--- src/core/bus_port_defs.vh ---
// Constants for the memory and peripheral bus port.
`ifndef BUS_PORT_DEFS_VH
`define BUS_PORT_DEFS_VH

// Bus widths.
`define BP_ADDR_W        26
`define BP_DATA_W        32
`define BP_CS_N          6
`define BP_CS_IDX_W      3
`define BP_MASK_W        4
`define BP_BOOT_W        8

// Address bits that carry module data mask enables in module mode.
`define BP_MASK_HI       20
`define BP_MASK_LO       17

// Positions in the synchronised control pin vector.
`define BP_PIN_REQ       0
`define BP_PIN_WAIT      1
`define BP_PIN_COLD      2
`define BP_PIN_WARM      3
`define BP_PIN_FB        4
`define BP_PIN_W         5
`define BP_PIN_INIT      5'b0_1111

// Access state codes.
`define BP_ST_IDLE       3'h0
`define BP_ST_SETUP      3'h1
`define BP_ST_STROBE     3'h2
`define BP_ST_HOLD       3'h3
`define BP_ST_GRANT      3'h4

// Timing.
`define BP_CLK_PERIOD_NS 10
`define BP_RST_HOLD_NS   1000
`define BP_RST_HOLD_CYC  ((`BP_RST_HOLD_NS + `BP_CLK_PERIOD_NS - 1) / `BP_CLK_PERIOD_NS)
`define BP_GUARD_CYC     4
`define BP_ACCESS_MIN    2
`define BP_ACK_TIMEOUT   255
`define BP_FB_TIMEOUT    16
`define BP_CNT_W         8

`endif

--- src/core/memory_peripheral_bus_port.v ---
// Memory and peripheral bus port: access sequencer, bus hand-off and reset pin.
//
// Notes on behaviour
// - Names ending _n are active low.
// - Device drives the 26-bit address bus.
// - Module mode puts data masks on bits 20:17 of SDRAM accesses.
// - Data moves over the shared 32-bit bus.
// - Direction low during reads, high during writes.
// - Output enable zero low on device reads.
// - Output enable one low on SDRAM reads.
// - Grant low means the bus is given away.
// - Only the addressed device's select goes low.
// - Cold reset initialises state, loads boot configuration.
// - Reset pin driven low during reset, then released.
// - Buffered clock copy drives out, feedback returns.
`include "bus_port_defs.vh"
`timescale 1ns/10ps
`default_nettype none

module memory_peripheral_bus_port #(
  parameter ACCESS_CYCLES = `BP_ACCESS_MIN,
  parameter ACK_TIMEOUT   = `BP_ACK_TIMEOUT,
  parameter RST_HOLD      = `BP_RST_HOLD_CYC,
  parameter FB_TIMEOUT    = `BP_FB_TIMEOUT
) (
  input  wire                      clk,
  input  wire                      reset,
  // Internal request side.
  input  wire                      req_valid,
  input  wire                      req_write,
  input  wire                      req_sdram,
  input  wire [`BP_CS_IDX_W-1:0]   req_cs,
  input  wire [`BP_ADDR_W-1:0]     req_addr,
  input  wire [`BP_DATA_W-1:0]     req_wdata,
  input  wire [`BP_MASK_W-1:0]     req_mask,
  output wire                      req_ready,
  output wire                      rsp_done,
  output wire                      rsp_error,
  output wire [`BP_DATA_W-1:0]     rsp_rdata,
  // Configuration levels.
  input  wire                      sodimm_mode,
  input  wire                      wait_is_ack,
  input  wire [`BP_BOOT_W-1:0]     boot_strap,
  output wire [`BP_BOOT_W-1:0]     boot_cfg,
  output wire                      core_reset,
  output wire                      sdram_clock_ok,
  // Pins.
  output wire [`BP_ADDR_W-1:0]     mem_addr_bus,
  output wire                      mem_bus_oe,
  input  wire [`BP_DATA_W-1:0]     mem_data_in,
  output wire [`BP_DATA_W-1:0]     mem_data_out,
  output wire                      mem_data_oe,
  output wire                      xcvr_dir_n,
  output wire [1:0]                xcvr_out_en_n,
  output wire [`BP_CS_N-1:0]       chip_select_n,
  input  wire                      bus_request_n,
  output wire                      bus_grant_n,
  input  wire                      wait_or_ack_n,
  input  wire                      cold_reset_n,
  input  wire                      warm_reset_io_n_in,
  output wire                      warm_reset_io_n_out,
  output wire                      warm_reset_io_n_oe,
  output wire                      buffered_clock_out,
  input  wire                      sdram_clock_feedback
);

  localparam integer         ACCESS_LAST_I = ACCESS_CYCLES - 1;
  localparam [`BP_CNT_W-1:0] ACCESS_LAST   = ACCESS_LAST_I[`BP_CNT_W-1:0];
  localparam [`BP_CNT_W-1:0] ACK_LAST      = ACK_TIMEOUT[`BP_CNT_W-1:0];
  localparam [`BP_CNT_W-1:0] FB_LAST       = FB_TIMEOUT[`BP_CNT_W-1:0];
  localparam [`BP_CNT_W-1:0] CNT_ONE     = 8'h01;

  wire [`BP_PIN_W-1:0]  pins_q;
  wire [`BP_DATA_W-1:0] data_q;
  wire [`BP_BOOT_W-1:0] strap_q;
  wire                  rst_active;
  wire                  guard_active;
  wire                  cold_active;
  wire                  warm_seen;
  wire                  req_seen;
  wire                  wait_low;

  reg [2:0]             state_reg;
  reg [`BP_CNT_W-1:0]   cnt_reg;
  reg                   is_write_reg;
  reg                   is_sdram_reg;
  reg [`BP_ADDR_W-1:0]  addr_reg;
  reg                   bus_oe_reg;
  reg [`BP_DATA_W-1:0]  dout_reg;
  reg                   dout_oe_reg;
  reg                   dir_n_reg;
  reg [1:0]             oe_n_reg;
  reg [`BP_CS_N-1:0]    cs_n_reg;
  reg                   grant_n_reg;
  reg                   ready_reg;
  reg                   done_reg;
  reg                   error_reg;
  reg [`BP_DATA_W-1:0]  rdata_reg;
  reg [`BP_BOOT_W-1:0]  boot_reg;
  reg                   cold_prev_reg;
  reg                   warm_oe_reg;
  reg                   warm_out_reg;
  reg                   core_rst_reg;
  reg                   bclk_reg;
  reg                   fb_prev_reg;
  reg [`BP_CNT_W-1:0]   fb_cnt_reg;
  reg                   fb_ok_reg;
  reg [`BP_ADDR_W-1:0]  addr_next;

  // Every pin input passes two flip-flops before use.
  pin_sync #(.WIDTH(`BP_PIN_W), .INIT(`BP_PIN_INIT)) u_pin_sync (
    .clk   (clk),
    .reset (reset),
    .d     ({sdram_clock_feedback, warm_reset_io_n_in, cold_reset_n,
             wait_or_ack_n, bus_request_n}),
    .q     (pins_q)
  );

  pin_sync #(.WIDTH(`BP_DATA_W)) u_data_sync (
    .clk   (clk),
    .reset (reset),
    .d     (mem_data_in),
    .q     (data_q)
  );

  pin_sync #(.WIDTH(`BP_BOOT_W)) u_strap_sync (
    .clk   (clk),
    .reset (reset),
    .d     (boot_strap),
    .q     (strap_q)
  );

  // Pin levels decoded as active low.
  assign cold_active = ~pins_q[`BP_PIN_COLD];
  assign req_seen    = ~pins_q[`BP_PIN_REQ];
  assign wait_low    = ~pins_q[`BP_PIN_WAIT];
  // Our own drive of the reset pin reads back low, so it is masked.
  assign warm_seen   = ~pins_q[`BP_PIN_WARM] & ~guard_active;

  // Any reset source holds the port in reset and the pin low.
  pulse_stretch #(.HOLD(RST_HOLD), .CW(16)) u_rst_stretch (
    .clk     (clk),
    .reset   (reset),
    .trigger (cold_active | warm_seen),
    .active  (rst_active)
  );

  // Covers the pin drive and the time the pull-up needs to lift it.
  pulse_stretch #(.HOLD(`BP_GUARD_CYC), .CW(4)) u_guard (
    .clk     (clk),
    .reset   (reset),
    .trigger (warm_oe_reg),
    .active  (guard_active)
  );

  // Reset pin drive, core reset and boot configuration capture.
  always @(posedge clk) begin
    if (reset) begin
      warm_oe_reg   <= 1'b1;
      warm_out_reg  <= 1'b0;
      core_rst_reg  <= 1'b1;
      cold_prev_reg <= 1'b1;
      boot_reg      <= {`BP_BOOT_W{1'b0}};
    end else begin
      warm_oe_reg   <= rst_active;
      warm_out_reg  <= 1'b0;
      core_rst_reg  <= rst_active;
      cold_prev_reg <= cold_active;
      if (cold_prev_reg && !cold_active) begin
        boot_reg <= strap_q;
      end
    end
  end

  // Clock copy for the SDRAM and a watch on its returning feedback.
  always @(posedge clk) begin
    if (reset) begin
      bclk_reg    <= 1'b0;
      fb_prev_reg <= 1'b0;
      fb_cnt_reg  <= {`BP_CNT_W{1'b0}};
      fb_ok_reg   <= 1'b0;
    end else begin
      bclk_reg    <= ~bclk_reg;
      fb_prev_reg <= pins_q[`BP_PIN_FB];
      if (fb_prev_reg != pins_q[`BP_PIN_FB]) begin
        fb_cnt_reg <= {`BP_CNT_W{1'b0}};
        fb_ok_reg  <= 1'b1;
      end else if (fb_cnt_reg == FB_LAST) begin
        fb_ok_reg  <= 1'b0;
      end else begin
        fb_cnt_reg <= fb_cnt_reg + CNT_ONE;
      end
    end
  end

  // Address for a new access; module mode swaps in the mask enables on SDRAM accesses.
  always @* begin
    addr_next = req_addr;
    if (sodimm_mode && req_sdram) begin
      addr_next[`BP_MASK_HI:`BP_MASK_LO] = req_mask;
    end
  end

  // Access sequencer and bus hand-off; it goes idle as soon as any reset source fires.
  always @(posedge clk) begin
    if (core_rst_reg || rst_active) begin
      state_reg    <= `BP_ST_IDLE;
      cnt_reg      <= {`BP_CNT_W{1'b0}};
      is_write_reg <= 1'b0;
      is_sdram_reg <= 1'b0;
      addr_reg     <= {`BP_ADDR_W{1'b0}};
      bus_oe_reg   <= 1'b1;
      dout_reg     <= {`BP_DATA_W{1'b0}};
      dout_oe_reg  <= 1'b0;
      dir_n_reg    <= 1'b1;
      oe_n_reg     <= 2'b11;
      cs_n_reg     <= {`BP_CS_N{1'b1}};
      grant_n_reg  <= 1'b1;
      ready_reg    <= 1'b0;
      done_reg     <= 1'b0;
      error_reg    <= 1'b0;
      rdata_reg    <= {`BP_DATA_W{1'b0}};
    end else begin
      done_reg <= 1'b0;
      case (state_reg)
        `BP_ST_IDLE: begin
          if (req_seen) begin
            // The bus is idle here, so it can be handed over at once.
            state_reg   <= `BP_ST_GRANT;
            ready_reg   <= 1'b0;
            bus_oe_reg  <= 1'b0;
            grant_n_reg <= 1'b0;
          end else if (req_valid && ready_reg) begin
            state_reg    <= `BP_ST_SETUP;
            ready_reg    <= 1'b0;
            is_write_reg <= req_write;
            is_sdram_reg <= req_sdram;
            addr_reg     <= addr_next;
            dout_reg     <= req_wdata;
            dout_oe_reg  <= req_write;
            dir_n_reg    <= req_write;
            if (!req_sdram) begin
              cs_n_reg <= ~({{(`BP_CS_N-1){1'b0}}, 1'b1} << req_cs);
            end
          end else begin
            ready_reg <= 1'b1;
          end
        end
        `BP_ST_SETUP: begin
          state_reg <= `BP_ST_STROBE;
          cnt_reg   <= {`BP_CNT_W{1'b0}};
          if (!is_write_reg) begin
            oe_n_reg <= is_sdram_reg ? 2'b01 : 2'b10;
          end
        end
        `BP_ST_STROBE: begin
          cnt_reg <= cnt_reg + CNT_ONE;
          if ((wait_is_ack && wait_low) ||
              (!wait_is_ack && cnt_reg >= ACCESS_LAST && !wait_low) ||
              (wait_is_ack && cnt_reg == ACK_LAST)) begin
            state_reg <= `BP_ST_HOLD;
            oe_n_reg  <= 2'b11;
            cs_n_reg  <= {`BP_CS_N{1'b1}};
            done_reg  <= 1'b1;
            error_reg <= wait_is_ack && !wait_low;
            if (!is_write_reg) begin
              rdata_reg <= data_q;
            end
          end
        end
        `BP_ST_HOLD: begin
          state_reg   <= `BP_ST_IDLE;
          dout_oe_reg <= 1'b0;
          dir_n_reg   <= 1'b1;
        end
        `BP_ST_GRANT: begin
          if (!req_seen) begin
            state_reg   <= `BP_ST_IDLE;
            grant_n_reg <= 1'b1;
            bus_oe_reg  <= 1'b1;
          end
        end
        default: begin
          state_reg <= `BP_ST_IDLE;
        end
      endcase
    end
  end

  assign req_ready           = ready_reg;
  assign rsp_done            = done_reg;
  assign rsp_error           = error_reg;
  assign rsp_rdata           = rdata_reg;
  assign boot_cfg            = boot_reg;
  assign core_reset          = core_rst_reg;
  assign sdram_clock_ok      = fb_ok_reg;
  assign mem_addr_bus        = addr_reg;
  assign mem_bus_oe          = bus_oe_reg;
  assign mem_data_out        = dout_reg;
  assign mem_data_oe         = dout_oe_reg;
  assign xcvr_dir_n          = dir_n_reg;
  assign xcvr_out_en_n       = oe_n_reg;
  assign chip_select_n       = cs_n_reg;
  assign bus_grant_n         = grant_n_reg;
  assign warm_reset_io_n_out = warm_out_reg;
  assign warm_reset_io_n_oe  = warm_oe_reg;
  assign buffered_clock_out  = bclk_reg;

endmodule

`default_nettype wire

--- src/core/pin_sync.v ---
// Two flip-flop synchroniser for a group of pin inputs.
`timescale 1ns/10ps
`default_nettype none

module pin_sync #(
  parameter             WIDTH = 1,
  parameter [WIDTH-1:0] INIT  = {WIDTH{1'b0}}
) (
  input  wire             clk,
  input  wire             reset,
  input  wire [WIDTH-1:0] d,
  output wire [WIDTH-1:0] q
);

  reg [WIDTH-1:0] meta_reg;
  reg [WIDTH-1:0] sync_reg;

  // The first stage feeds only the second stage.
  always @(posedge clk) begin
    if (reset) begin
      meta_reg <= INIT;
      sync_reg <= INIT;
    end else begin
      meta_reg <= d;
      sync_reg <= meta_reg;
    end
  end

  assign q = sync_reg;

endmodule

`default_nettype wire

--- src/core/pulse_stretch.v ---
// Holds a level active while its trigger is high and a fixed count afterwards.
`timescale 1ns/10ps
`default_nettype none

module pulse_stretch #(
  parameter HOLD = 4,
  parameter CW   = 8
) (
  input  wire clk,
  input  wire reset,
  input  wire trigger,
  output wire active
);

  localparam [CW-1:0] HOLD_C = HOLD[CW-1:0];

  reg [CW-1:0] cnt_reg;
  reg          active_reg;

  // Reset counts as a trigger, so the level is active from reset onward.
  always @(posedge clk) begin
    if (reset || trigger) begin
      cnt_reg    <= HOLD_C;
      active_reg <= 1'b1;
    end else if (cnt_reg != {CW{1'b0}}) begin
      cnt_reg    <= cnt_reg - {{(CW-1){1'b0}}, 1'b1};
      active_reg <= 1'b1;
    end else begin
      active_reg <= 1'b0;
    end
  end

  assign active = active_reg;

endmodule

`default_nettype wire

--- config.mk ---
export PLATFORM = sky130hd
export DESIGN_NAME = memory_peripheral_bus_port
export DESIGN_NICKNAME = d
export VERILOG_FILES = /design/src/core/memory_peripheral_bus_port.v /design/src/core/pin_sync.v /design/src/core/pulse_stretch.v
export VERILOG_INCLUDE_DIRS = /design/src /design/src/core
export SDC_FILE = /design/constraint.sdc
export NUM_CORES = 1
export LEC_CHECK = 0
export ABC_AREA = 1
export BUFFER_PORTS_ARGS = -buffer_cell sky130_fd_sc_hd__buf_2
export CAP_MARGIN = 20
export CELL_PAD_IN_SITES_DETAIL_PLACEMENT = 0
export CELL_PAD_IN_SITES_GLOBAL_PLACEMENT = 1
export CORE_AREA = 2 2 160 162
export CTS_BUF_LIST = sky130_fd_sc_hd__clkbuf_16
export DETAILED_ROUTE_END_ITERATION = 12
export DIE_AREA = 0 0 162 164
export PLACE_DENSITY = 0.76
export REMOVE_ABC_BUFFERS = 1
export SYNTH_ARGS = -nofsm -noshare
export SYNTH_HDL_FRONTEND = slang
export SYNTH_HIERARCHICAL = 1
export SYNTH_SLANG_ARGS = --single-unit
--- constraint.sdc ---
create_clock -name clk -period 1.8 [get_ports clk]
set_input_delay 0.09 -clock clk [delete_from_list [all_inputs] [get_ports clk]]
set_output_delay 0.09 -clock clk [all_outputs]
set_load 0.05 [all_outputs]
# ---- Yosys cells after proc, flatten, opt, wreduce, memory -nomap -nowiden
# Index checks and enable logic that the tools add are counted.
dict set report op_classes {
  n_eq_ne 15
  muxes 30
  n_shift 1
  reduce_logical 32
  n_addsub 4
  bitwise_logic 10
  n_lt_le_gt_ge 1
}
# operator n
set op_table {}
lappend op_table {{$mux W6} 4}
lappend op_table {{$reduce_and A3 Y1} 6}
lappend op_table {{$add A8 B1 Y8 const B} 2}
lappend op_table {{$pmux W8 S2} 1}
lappend op_table {{$reduce_bool A16 Y1} 1}
lappend op_table {{$sub A16 B1 Y16 const B} 1}
lappend op_table {{$mux W3} 4}
lappend op_table {{$pmux W3 S4} 1}
lappend op_table {{$pmux W6 S2} 1}
lappend op_table {{$mux W1} 11}
lappend op_table {{$ne A2 B2 Y1 const B} 5}
lappend op_table {{$reduce_bool A2 Y1} 5}
lappend op_table {{$eq A8 B5 Y1 const B} 1}
lappend op_table {{$eq A8 B8 Y1 const B} 1}
lappend op_table {{$ge A8 B1 Y1 const B} 1}
lappend op_table {{$logic_and A1 B1 Y1} 8}
lappend op_table {{$not A1 Y1} 7}
lappend op_table {{$eq A3 B2 Y1 const B} 2}
lappend op_table {{$mux W2} 3}
lappend op_table {{$not A6 Y6} 1}
lappend op_table {{$pmux W1 S2} 3}
lappend op_table {{$shl A1 B3 Y6 const A} 1}
lappend op_table {{$logic_or A1 B1 Y1} 5}
lappend op_table {{$reduce_and A5 Y1} 1}
lappend op_table {{other kinds (15)} 17}
dict set report word_totals {
  regBits 250
  output_inout_bits 118
}

# ---- Depth between registers and ports, before layout
# Gate-level depths: netlist of run 1.
dict set report logic_depth {
  ltp_word 7
  ltp_mapped 14
}

# ---- Hierarchy
# Netlist of run 1, hierarchy kept.
# mod area_each_um2 cells_per_inst instances seq_area_each_um2
set modules_own_cells {}
lappend modules_own_cells {memory_peripheral_bus_port 5472.7 744 1 2762.6}
lappend modules_own_cells {{pin_sync at u_data_sync} 1840.5 199 1 1281.2}
lappend modules_own_cells {{pulse_stretch at u_rst_stretch} 969.7 143 1 340.3}
lappend modules_own_cells {{pin_sync at u_strap_sync} 474.2 50 1 320.3}
lappend modules_own_cells {{pin_sync at u_pin_sync} 281.5 31 1 200.2}
lappend modules_own_cells {{pulse_stretch at u_guard} 226.5 25 1 100.1}

# ---- Least setup slack after synthesis of run 1
# OpenSTA, ideal clock, no wires.
dict set report synth_path {
  path_type {reg2reg}
  from {reg ready_reg, in the netlist req_ready}
  to {reg addr_reg[10], in the netlist mem_addr_bus[10]}
  synth_period_minus_slack_ns 1.590
  slack_ns 0.210
  n_path_buf 2
  stages_incl_launch_ff 8
  setup_ns 0.116
  arrival_time_ns 1.474
  cell_sequence {dfxtp_1 nand2_1 inv_1 nand3_4 buf_2 buf_2 o21ai_0 nor2_1}
}
dict set report synth_between {
  elab_chain_cells 2
}
# element line
set synth_rtl {}
lappend synth_rtl {{start: declaration} memory_peripheral_bus_port.v:95} ;# reg ready_reg;
lappend synth_rtl {{start signal: assignment} memory_peripheral_bus_port.v:219} ;# ready_reg <= 1'b0;
lappend synth_rtl {{start signal: assignment} memory_peripheral_bus_port.v:230} ;# ready_reg <= 1'b0;
lappend synth_rtl {{start signal: assignment} memory_peripheral_bus_port.v:235} ;# ready_reg <= 1'b0;
lappend synth_rtl {{$logic_and A1 B1 Y1} memory_peripheral_bus_port.v:233} ;# end else if (req_valid && ready_reg) begin
lappend synth_rtl {{$reduce_and A3 Y1 (no line)} --}
lappend synth_rtl {{end signal: assignment} memory_peripheral_bus_port.v:211} ;# addr_reg <= {`BP_ADDR_W{1'b0}};
lappend synth_rtl {{end signal: assignment} memory_peripheral_bus_port.v:238} ;# addr_reg <= addr_next;
lappend synth_rtl {{end: declaration} memory_peripheral_bus_port.v:87} ;# reg [`BP_ADDR_W-1:0] addr_reg;
# No other way between the ends.
# A chain may end at the register's enable or synchronous reset.

# ---- Final worst setup path of run 1
dict set report layout_path {
  from {reg state_reg[2]}
  to {reg cs_n_reg[4], in the netlist chip_select_n[4]}
}
dict set report layout_between {
  elab_chain_cells 3
  elab_cells_between_ends 9
  cone_classes {5 x eq/ne; 1 x mux; 3 x reduce/logical}
}
# element line
set layout_rtl {}
lappend layout_rtl {{start: declaration} memory_peripheral_bus_port.v:83} ;# reg [2:0] state_reg;
lappend layout_rtl {{start signal: assignment} memory_peripheral_bus_port.v:207} ;# state_reg <= `BP_ST_IDLE;
lappend layout_rtl {{start signal: assignment} memory_peripheral_bus_port.v:229} ;# state_reg <= `BP_ST_GRANT;
lappend layout_rtl {{start signal: assignment} memory_peripheral_bus_port.v:234} ;# state_reg <= `BP_ST_SETUP;
lappend layout_rtl {{$eq A3 B2 Y1 or $logic_not A3 Y1 (tied branches)} memory_peripheral_bus_port.v:225} ;# case (state_reg)
lappend layout_rtl {{$ne A2 B2 Y1 (no line) (tied with other cells)} --}
lappend layout_rtl {{$reduce_and A5 Y1 (no line)} --}
lappend layout_rtl {{end signal: assignment} memory_peripheral_bus_port.v:217} ;# cs_n_reg <= {`BP_CS_N{1'b1}};
lappend layout_rtl {{end signal: assignment} memory_peripheral_bus_port.v:243} ;# cs_n_reg <= ~({{(`BP_CS_N-1){1'b0}}, 1'b1} << req_cs);
lappend layout_rtl {{end signal: assignment} memory_peripheral_bus_port.v:263} ;# cs_n_reg <= {`BP_CS_N{1'b1}};
lappend layout_rtl {{end: declaration} memory_peripheral_bus_port.v:93} ;# reg [`BP_CS_N-1:0] cs_n_reg;
# Parallel ways exist; a longest one is shown, timed or not.

==> impl_metrics.yaml, run 1 <==
placement:
  gp_congestion: 0.787
  io_buffers: 233
  dpl.hpwl_um: 15000
pwr:
  switching_share_pct: 22.2
  total_power_uw: 11700
  combPwrFrac_pct: 6.3
  p_switching_uw: 2590
  p_leak_uw: 0.00617
  power_per_cell_area_nw_per_um2: 907
  p_int_uw: 9080
  clkPwrFrac_pct: 44.6
  ir_drop_v: 0.000642
  p_seq_share_pct: 49.1
cells_and_area:
  layout_common_cells: "nor2_1 (316), dfxtp_1 (248), buf_2 (232)"
  nFillCells: 2405
  final_common_cell: "nor2_1"
  multiInputGateArea_um2: 3290
  nNetsFinal: 1678
  drive_above_1_share_pct: 21.6
  antennaDiodeCount: 0
  syn_to_final_growth_pct: 39.0
  fin_util_pct: 51.9
  seq_area_um2: 5010
floorplanning:
  dieWidth_um: 162
  ios: 235
  start_util_pct: 37.3
  dieArea_um2: 26600
  rows: 58
  die_h_um: 164
  fp.coreArea_um2: 24800
route:
  drt_wl_total_um: 23000
  viasPerCell: 4.32
  ant_nets: 0
  wl_per_cell_um: 12.1
  drt-pass1-iter-count: 4
  vias: 8230
  drt_iter0_drc: 317
  drc: 0
yosys:
  synth_area_um2: 9270
  ys_warn_count: 6
  syn_inst: 1192
  yosysUniqueCellTypes: 38
  ys_seq_area_share_pct: 54.0
  syn_avg_cell_area_um2: 7.77
  ys_ff_latch: 250
cts:
  clkTransAtPathRegs_ns: 0.06
  post_cts_buffers: 0
  tritoncts: "done"
  clock_latency_ns: 0.53
  htreeDepth: 1
  clock_path_buffers: 3
  clockRootBuffer: "clkbuf_16"
  cts_made_buffers: 28
  cts_sinks: 250
global_routing:
  grt_pass1_vias: 7722
  antenna_found_initial: 0
  grt_pass1_wl_um: 36600
  grt_util_all_layers_pct: 16.7
  grt_max_degree: 72
  grt_overflow: 0
sta:
  finalHoldViolCount: 0
  rsz0062_at_grt: "no"
  period_share_pct: 92.6
  final_max_slew_viol_count: 0
  clock_skew_ns: 0.00999
  fmax_ghz: 0.600
  min_period_ns: 1.67
  setup_viol_count_final: 0
setup_path:
  endpoint_kind: "flop"
  setup.worst_path.start_class: "flop"
  cp.arrival_ns: 2.07
  required_ns: 2.20
  r2r_slack_ns: 0.13
  critPathMaxFanout: 9
  r2r_start: "state_reg[2]"
  crit_start: "state_reg[2]"
  critical_path_class: "flop to flop"
worst_hold_path:
  hp-start: "sodimm_mode"
  hp-class: "input port to flop"
outcome:
  status: "completed"
flow_run:
  drv_cap: 0
-- power by group through the flow --
| stage | Clock (µW) | Combinational, µW | Sequential [µW] |
|---|---|---|---|
| after floorplan | 0 | 224 | 5890 |
| after global routing | 5640 | 815 | 5740 |
| after detailed placement | 0 | 517 | 5850 |
| final | 5210 | 736 | 5730 |
| after CTS | 5420 | 734 | 5720 |
| after global placement | 0 | 511 | 5840 |
-- layout make-up --
class	count	area share (%)
multi-input combinational	717	25.5
tap	330	3.21
clock buffer	29	5.64
sequential	250	38.9
inverter	179	5.24
clock inverter	23	0.962
timing repair buffer	377	20.5
-- through the flow --
| step | hold WS [ns] | cell area, µm² | std cells | setup slack, ns | setup TNS (ns) |
|---|---|---|---|---|---|
| 3_3_place_gp | 0.271 | 10700 | 1727 | 0.184 | 0 |
| 2_1_floorplan | 0.157 | 8950 | 1146 | -2.94 | -260.93 |
| 3_5_place_dp | 0.273 | 10700 | 1727 | 0.146 | 0 |
| 6_report | 0.0566 | 12900 | 1905 | 0.132 | 0 |
| 4_1_cts | 0.00458 | 12900 | 1905 | 0.110 | 0 |
| 5_1_grt | 0.0374 | 12900 | 1905 | 0.0223 | 0 |
-- timing repair --
item	in CTS	in global routing
hold buffers	126	0
hold endpoints to repair	117	0
setup endpoints to repair	0	26
gates resized for setup	0	8
-- synth_stat cells, drive strengths merged --
cell type  instances  area [µm²]
nor2             336        1340
clkinv             2        8.75
xor2               9        78.8
a31oi              5        31.3
a211oi             3        22.5
inv              177         664
nor3               5        30.0
clkbuf            13        48.8
a21boi             1        7.51
o21ai             84         432
a21oi             20         100
ha                 8         100
conb               1        3.75
or2                1        6.26
o211ai             2        15.0
nor4b              1        8.76
buf               33         269
nand4              8        65.1
nand2            177         687
nand3             49         285
nand3b             3        22.5
a221oi             2        17.5
xnor2              2        17.5
dfxtp            250        5000
-- worst paths after layout --
kind                            end  depth (start not counted)
setup / recovery   chip_select_n[4]                          7
hold / removal     mem_addr_bus[19]                          4
setup reg to reg   chip_select_n[4]                          7
hold reg to reg   u_data_sync/q[14]                          2
-- cell families (layout without fill, tap and decap cells) --
| logic type | Yosys count | in the layout | share of synthesized area, % |
|---|---|---|---|
| flip-flops | 250 | 250 | 54.0 |
| AO/OA/AOI/OAI | 117 | 117 | 6.75 |
| XOR/XNOR | 11 | 11 | 1.04 |
| AND/OR/NAND/NOR | 580 | 580 | 26.4 |
| other | 1 | 1 | 0.0405 |
| buffers and inverters | 225 | 608 | 10.7 |
| adder cells (fa/ha/maj) | 8 | 8 | 1.08 |
-- critical path, stage by stage, from the launching register on --
cell,delay (ns)
dfxtp_1,0.35
inv_1,0.10
nand2_2,0.15
buf_6,0.15
nand4_1,0.07
dlygate4sd3_1,0.56
nand3_1,0.08
nand3_1,0.08
-- metal layers --
layer  GRT usage (%)  share of wire [%]
met1            19.7                 43
met4            6.44                3.1
met3            3.71                6.5
met5               0                  0
met2            29.6                 47
(Power assumes the default switching activity.)
==> run 2, diff against run 1 <==
--- a/config.mk
+++ b/config.mk
@@ -15,9 +15,8 @@
 export CTS_BUF_LIST = sky130_fd_sc_hd__clkbuf_16
 export DETAILED_ROUTE_END_ITERATION = 12
 export DIE_AREA = 0 0 162 164
-export PLACE_DENSITY = 0.76
+export PLACE_DENSITY = 0.77
 export REMOVE_ABC_BUFFERS = 1
 export SYNTH_ARGS = -nofsm -noshare
 export SYNTH_HDL_FRONTEND = slang
-export SYNTH_HIERARCHICAL = 1
 export SYNTH_SLANG_ARGS = --single-unit
==> run 2 against run 1 <==
- flip-flop and latch count stayed put
- combinational power grew 17%
- die area is the same
- register-to-register slack worse by 0.03 ns
- total power increased by 5.6%
- via count rose by 2.8%
- critical endpoint is now chip_select_n[3]
- largest power group unchanged
- highest routed layer unchanged
==> impl_metrics.yaml, run 2 <==
outcome:
  status: "completed"
pwr:
  total_power_uw: 12300
  ir_drop_v: 0.000781
  power_per_cell_area_nw_per_um2: 939
  p_leak_uw: 0.00625
cells_and_area:
  layout_common_cells: "nor2_1 (286), dfxtp_1 (249), buf_2 (232)"
  drive_above_1_share_pct: 20.7
  syn_to_final_growth_pct: 40.8
  nNetsFinal: 1715
  stdcell_count: 1941
  nFillCells: 2396
  final_common_cell: "nor2_1"
  antennaDiodeCount: 0
setup_path:
  critPathMaxStageDelay_ns: 0.57
  critical_path_class: "flop to flop"
  cp.arrival_ns: 2.10
  critical_path.top_delay_family: "buffers and inverters"
  slowest_stage: "dlygate4sd3_1"
  crit_chain: "nor2_4 -> inv_2 -> nor2_4 -> inv_2 -> nand4_1 -> dlygate4sd3_1 -> nand3_1 -> nand3_1"
  setup.worst_path.start_class: "flop"
  critPathMaxFanout: 11
  critPathBufInv: 3
  endpoint_kind: "flop"
  required_ns: 2.20
yosys:
  synth_edf_count: 0
  synth_top_area_share_pct: 53.7
  synth.most_common_cell: "nor2_1"
  synth.area.top_cells: "dfxtp_1 (54%), nor2_1 (12%), inv_1 (9.2%)"
  ys_seq_area_share_pct: 53.7
  syn_inst: 1231
  synth_area_um2: 9320
  ys_async_sr_fraction_pct: 0
  synthTopCellsByCount: "nor2_1 (288), dfxtp_1 (250), inv_1 (228)"
  syn_avg_cell_area_um2: 7.57
  yosysTopAreaCell: "dfxtp_1"
  ys_ff_latch: 250
  ys_warn_count: 0
  synth-main-ff-cell: "dfxtp_1"
  yosysUniqueCellTypes: 37
cts:
  cts_sinks: 250
  tritoncts: "done"
  clock_path_buffers: 3
  htreeDepth: 1
  clockRootBuffer: "clkbuf_16"
  clock_latency_ns: 0.53
  cts_made_buffers: 28
  clkTransAtPathRegs_ns: 0.06
sta:
  final_max_slew_viol_count: 0
  clock_skew_ns: 0.0103
  whs_ns: 0.0235
  period_share_pct: 94.4
  finalHoldViolCount: 0
  fmax_ghz: 0.588
  setup_viol_count_final: 0
  min_period_ns: 1.70
  worst_slack_ns: 0.100
floorplanning:
  fp.coreArea_um2: 24800
  ios: 235
  die_h_um: 164
  dieWidth_um: 162
  dieArea_um2: 26600
  rows: 58
  start_util_pct: 37.6
global_routing:
  use_met2_pct: 29.3
  grt_overflow: 0
  antenna_found_initial: 0
  grt_pass1_wl_um: 37400
  grt_max_degree: 79
  grt_util_all_layers_pct: 17.0
  grt_pass1_vias: 7843
  top_usage_layer: "met2"
  grt_util_met1_pct: 21.4
  met3_usage_pct: 3.21
placement:
  gp_congestion: 0.779
  dp_cells: 1760
  dpl.hpwl_um: 14700
  io_buffers: 233
  dpl_worst_slack_ns: 0.136
route:
  wl_per_cell_um: 12.3
  drc: 0
  drt_iter0_drc: 435
  vias: 8458
  drt_wl_total_um: 23800
  ant_nets: 0
  viasPerCell: 4.36
  drt-pass1-iter-count: 4
flow_run:
  drv_cap: 0
worst_hold_path:
  hp-class: "input port to flop"
run 2: where the power goes:
group	internal [µW]	switching [µW]
clock network	3470	2210
registers	5700	80.7
logic	429	430
run 2: final cells by class:
type	count	area (µm²)	area share, %
well taps	330	413	3.14
inverters	236	886	6.75
multi-input cells	692	3200	24.4
flip-flops and latches	250	5010	38.1
repair buffers	382	2690	20.5
clock buffers	29	726	5.53
clock inverters	22	205	1.56
run 2: kinds of logic (layout without fill, tap and decap cells):
logic type / after synthesis / after routing / synth area share [%]
and+or+nand+nor: 548 / 548 / 24.8
buffers and inverters: 289 / 669 / 12.3
DFF: 250 / 250 / 53.7
AOI/OAI and AO/OA: 123 / 123 / 6.98
xor gates and xnor gates: 12 / 12 / 1.13
adders and majority gates: 8 / 8 / 1.07
other: 1 / 1 / 0.0402
run 2: final timing paths:
| path | depth (start not counted) | to | start | slack [ns] |
|---|---|---|---|---|
| max | 8 | chip_select_n[3] | state_reg[0] | 0.10 |
| min | 4 | mem_addr_bus[20] | sodimm_mode | 0.02 |
| max reg2reg | 8 | chip_select_n[3] | state_reg[0] | 0.10 |
| min reg2reg | 2 | u_data_sync.q[27] | u_data_sync.meta_reg[27] | 0.40 |
run 2: what timing repair did:
item | in CTS | in global routing
hold buffers | 125 | 0
gates resized for setup | 0 | 7
setup buffers | 0 | 4
endpoints found under the hold margin | 121 | 0
setup endpoints to repair | 0 | 46
run 2: worst register-to-register path: stages, from the launching register on:
cell	delay, ns
dfxtp_1	0.41
nor2_4	0.07
inv_2	0.08
nor2_4	0.05
inv_2	0.15
nand4_1	0.10
dlygate4sd3_1	0.57
nand3_1	0.08
nand3_1	0.07
run 2: per-layer routing:
metal / routed length (µm) / part of all wire (%) / up-vias
li1: - / - / 4452
met5: 0 / 0 / -
met2: 11300 / 48 / 168
met4: 666 / 2.8 / 0
met1: 10800 / 45 / 3790
met3: 992 / 4.2 / 48
run 2: metrics by stage:
stage	cell area (µm²)	utilization (%)	setup TNS, ns
after detailed placement	10900	43.8	0
final	13100	52.9	0
after global placement	10900	43.8	0
after floorplan	9060	-	-251.31
after global routing	13100	52.9	-0.351
after CTS	13100	52.6	0
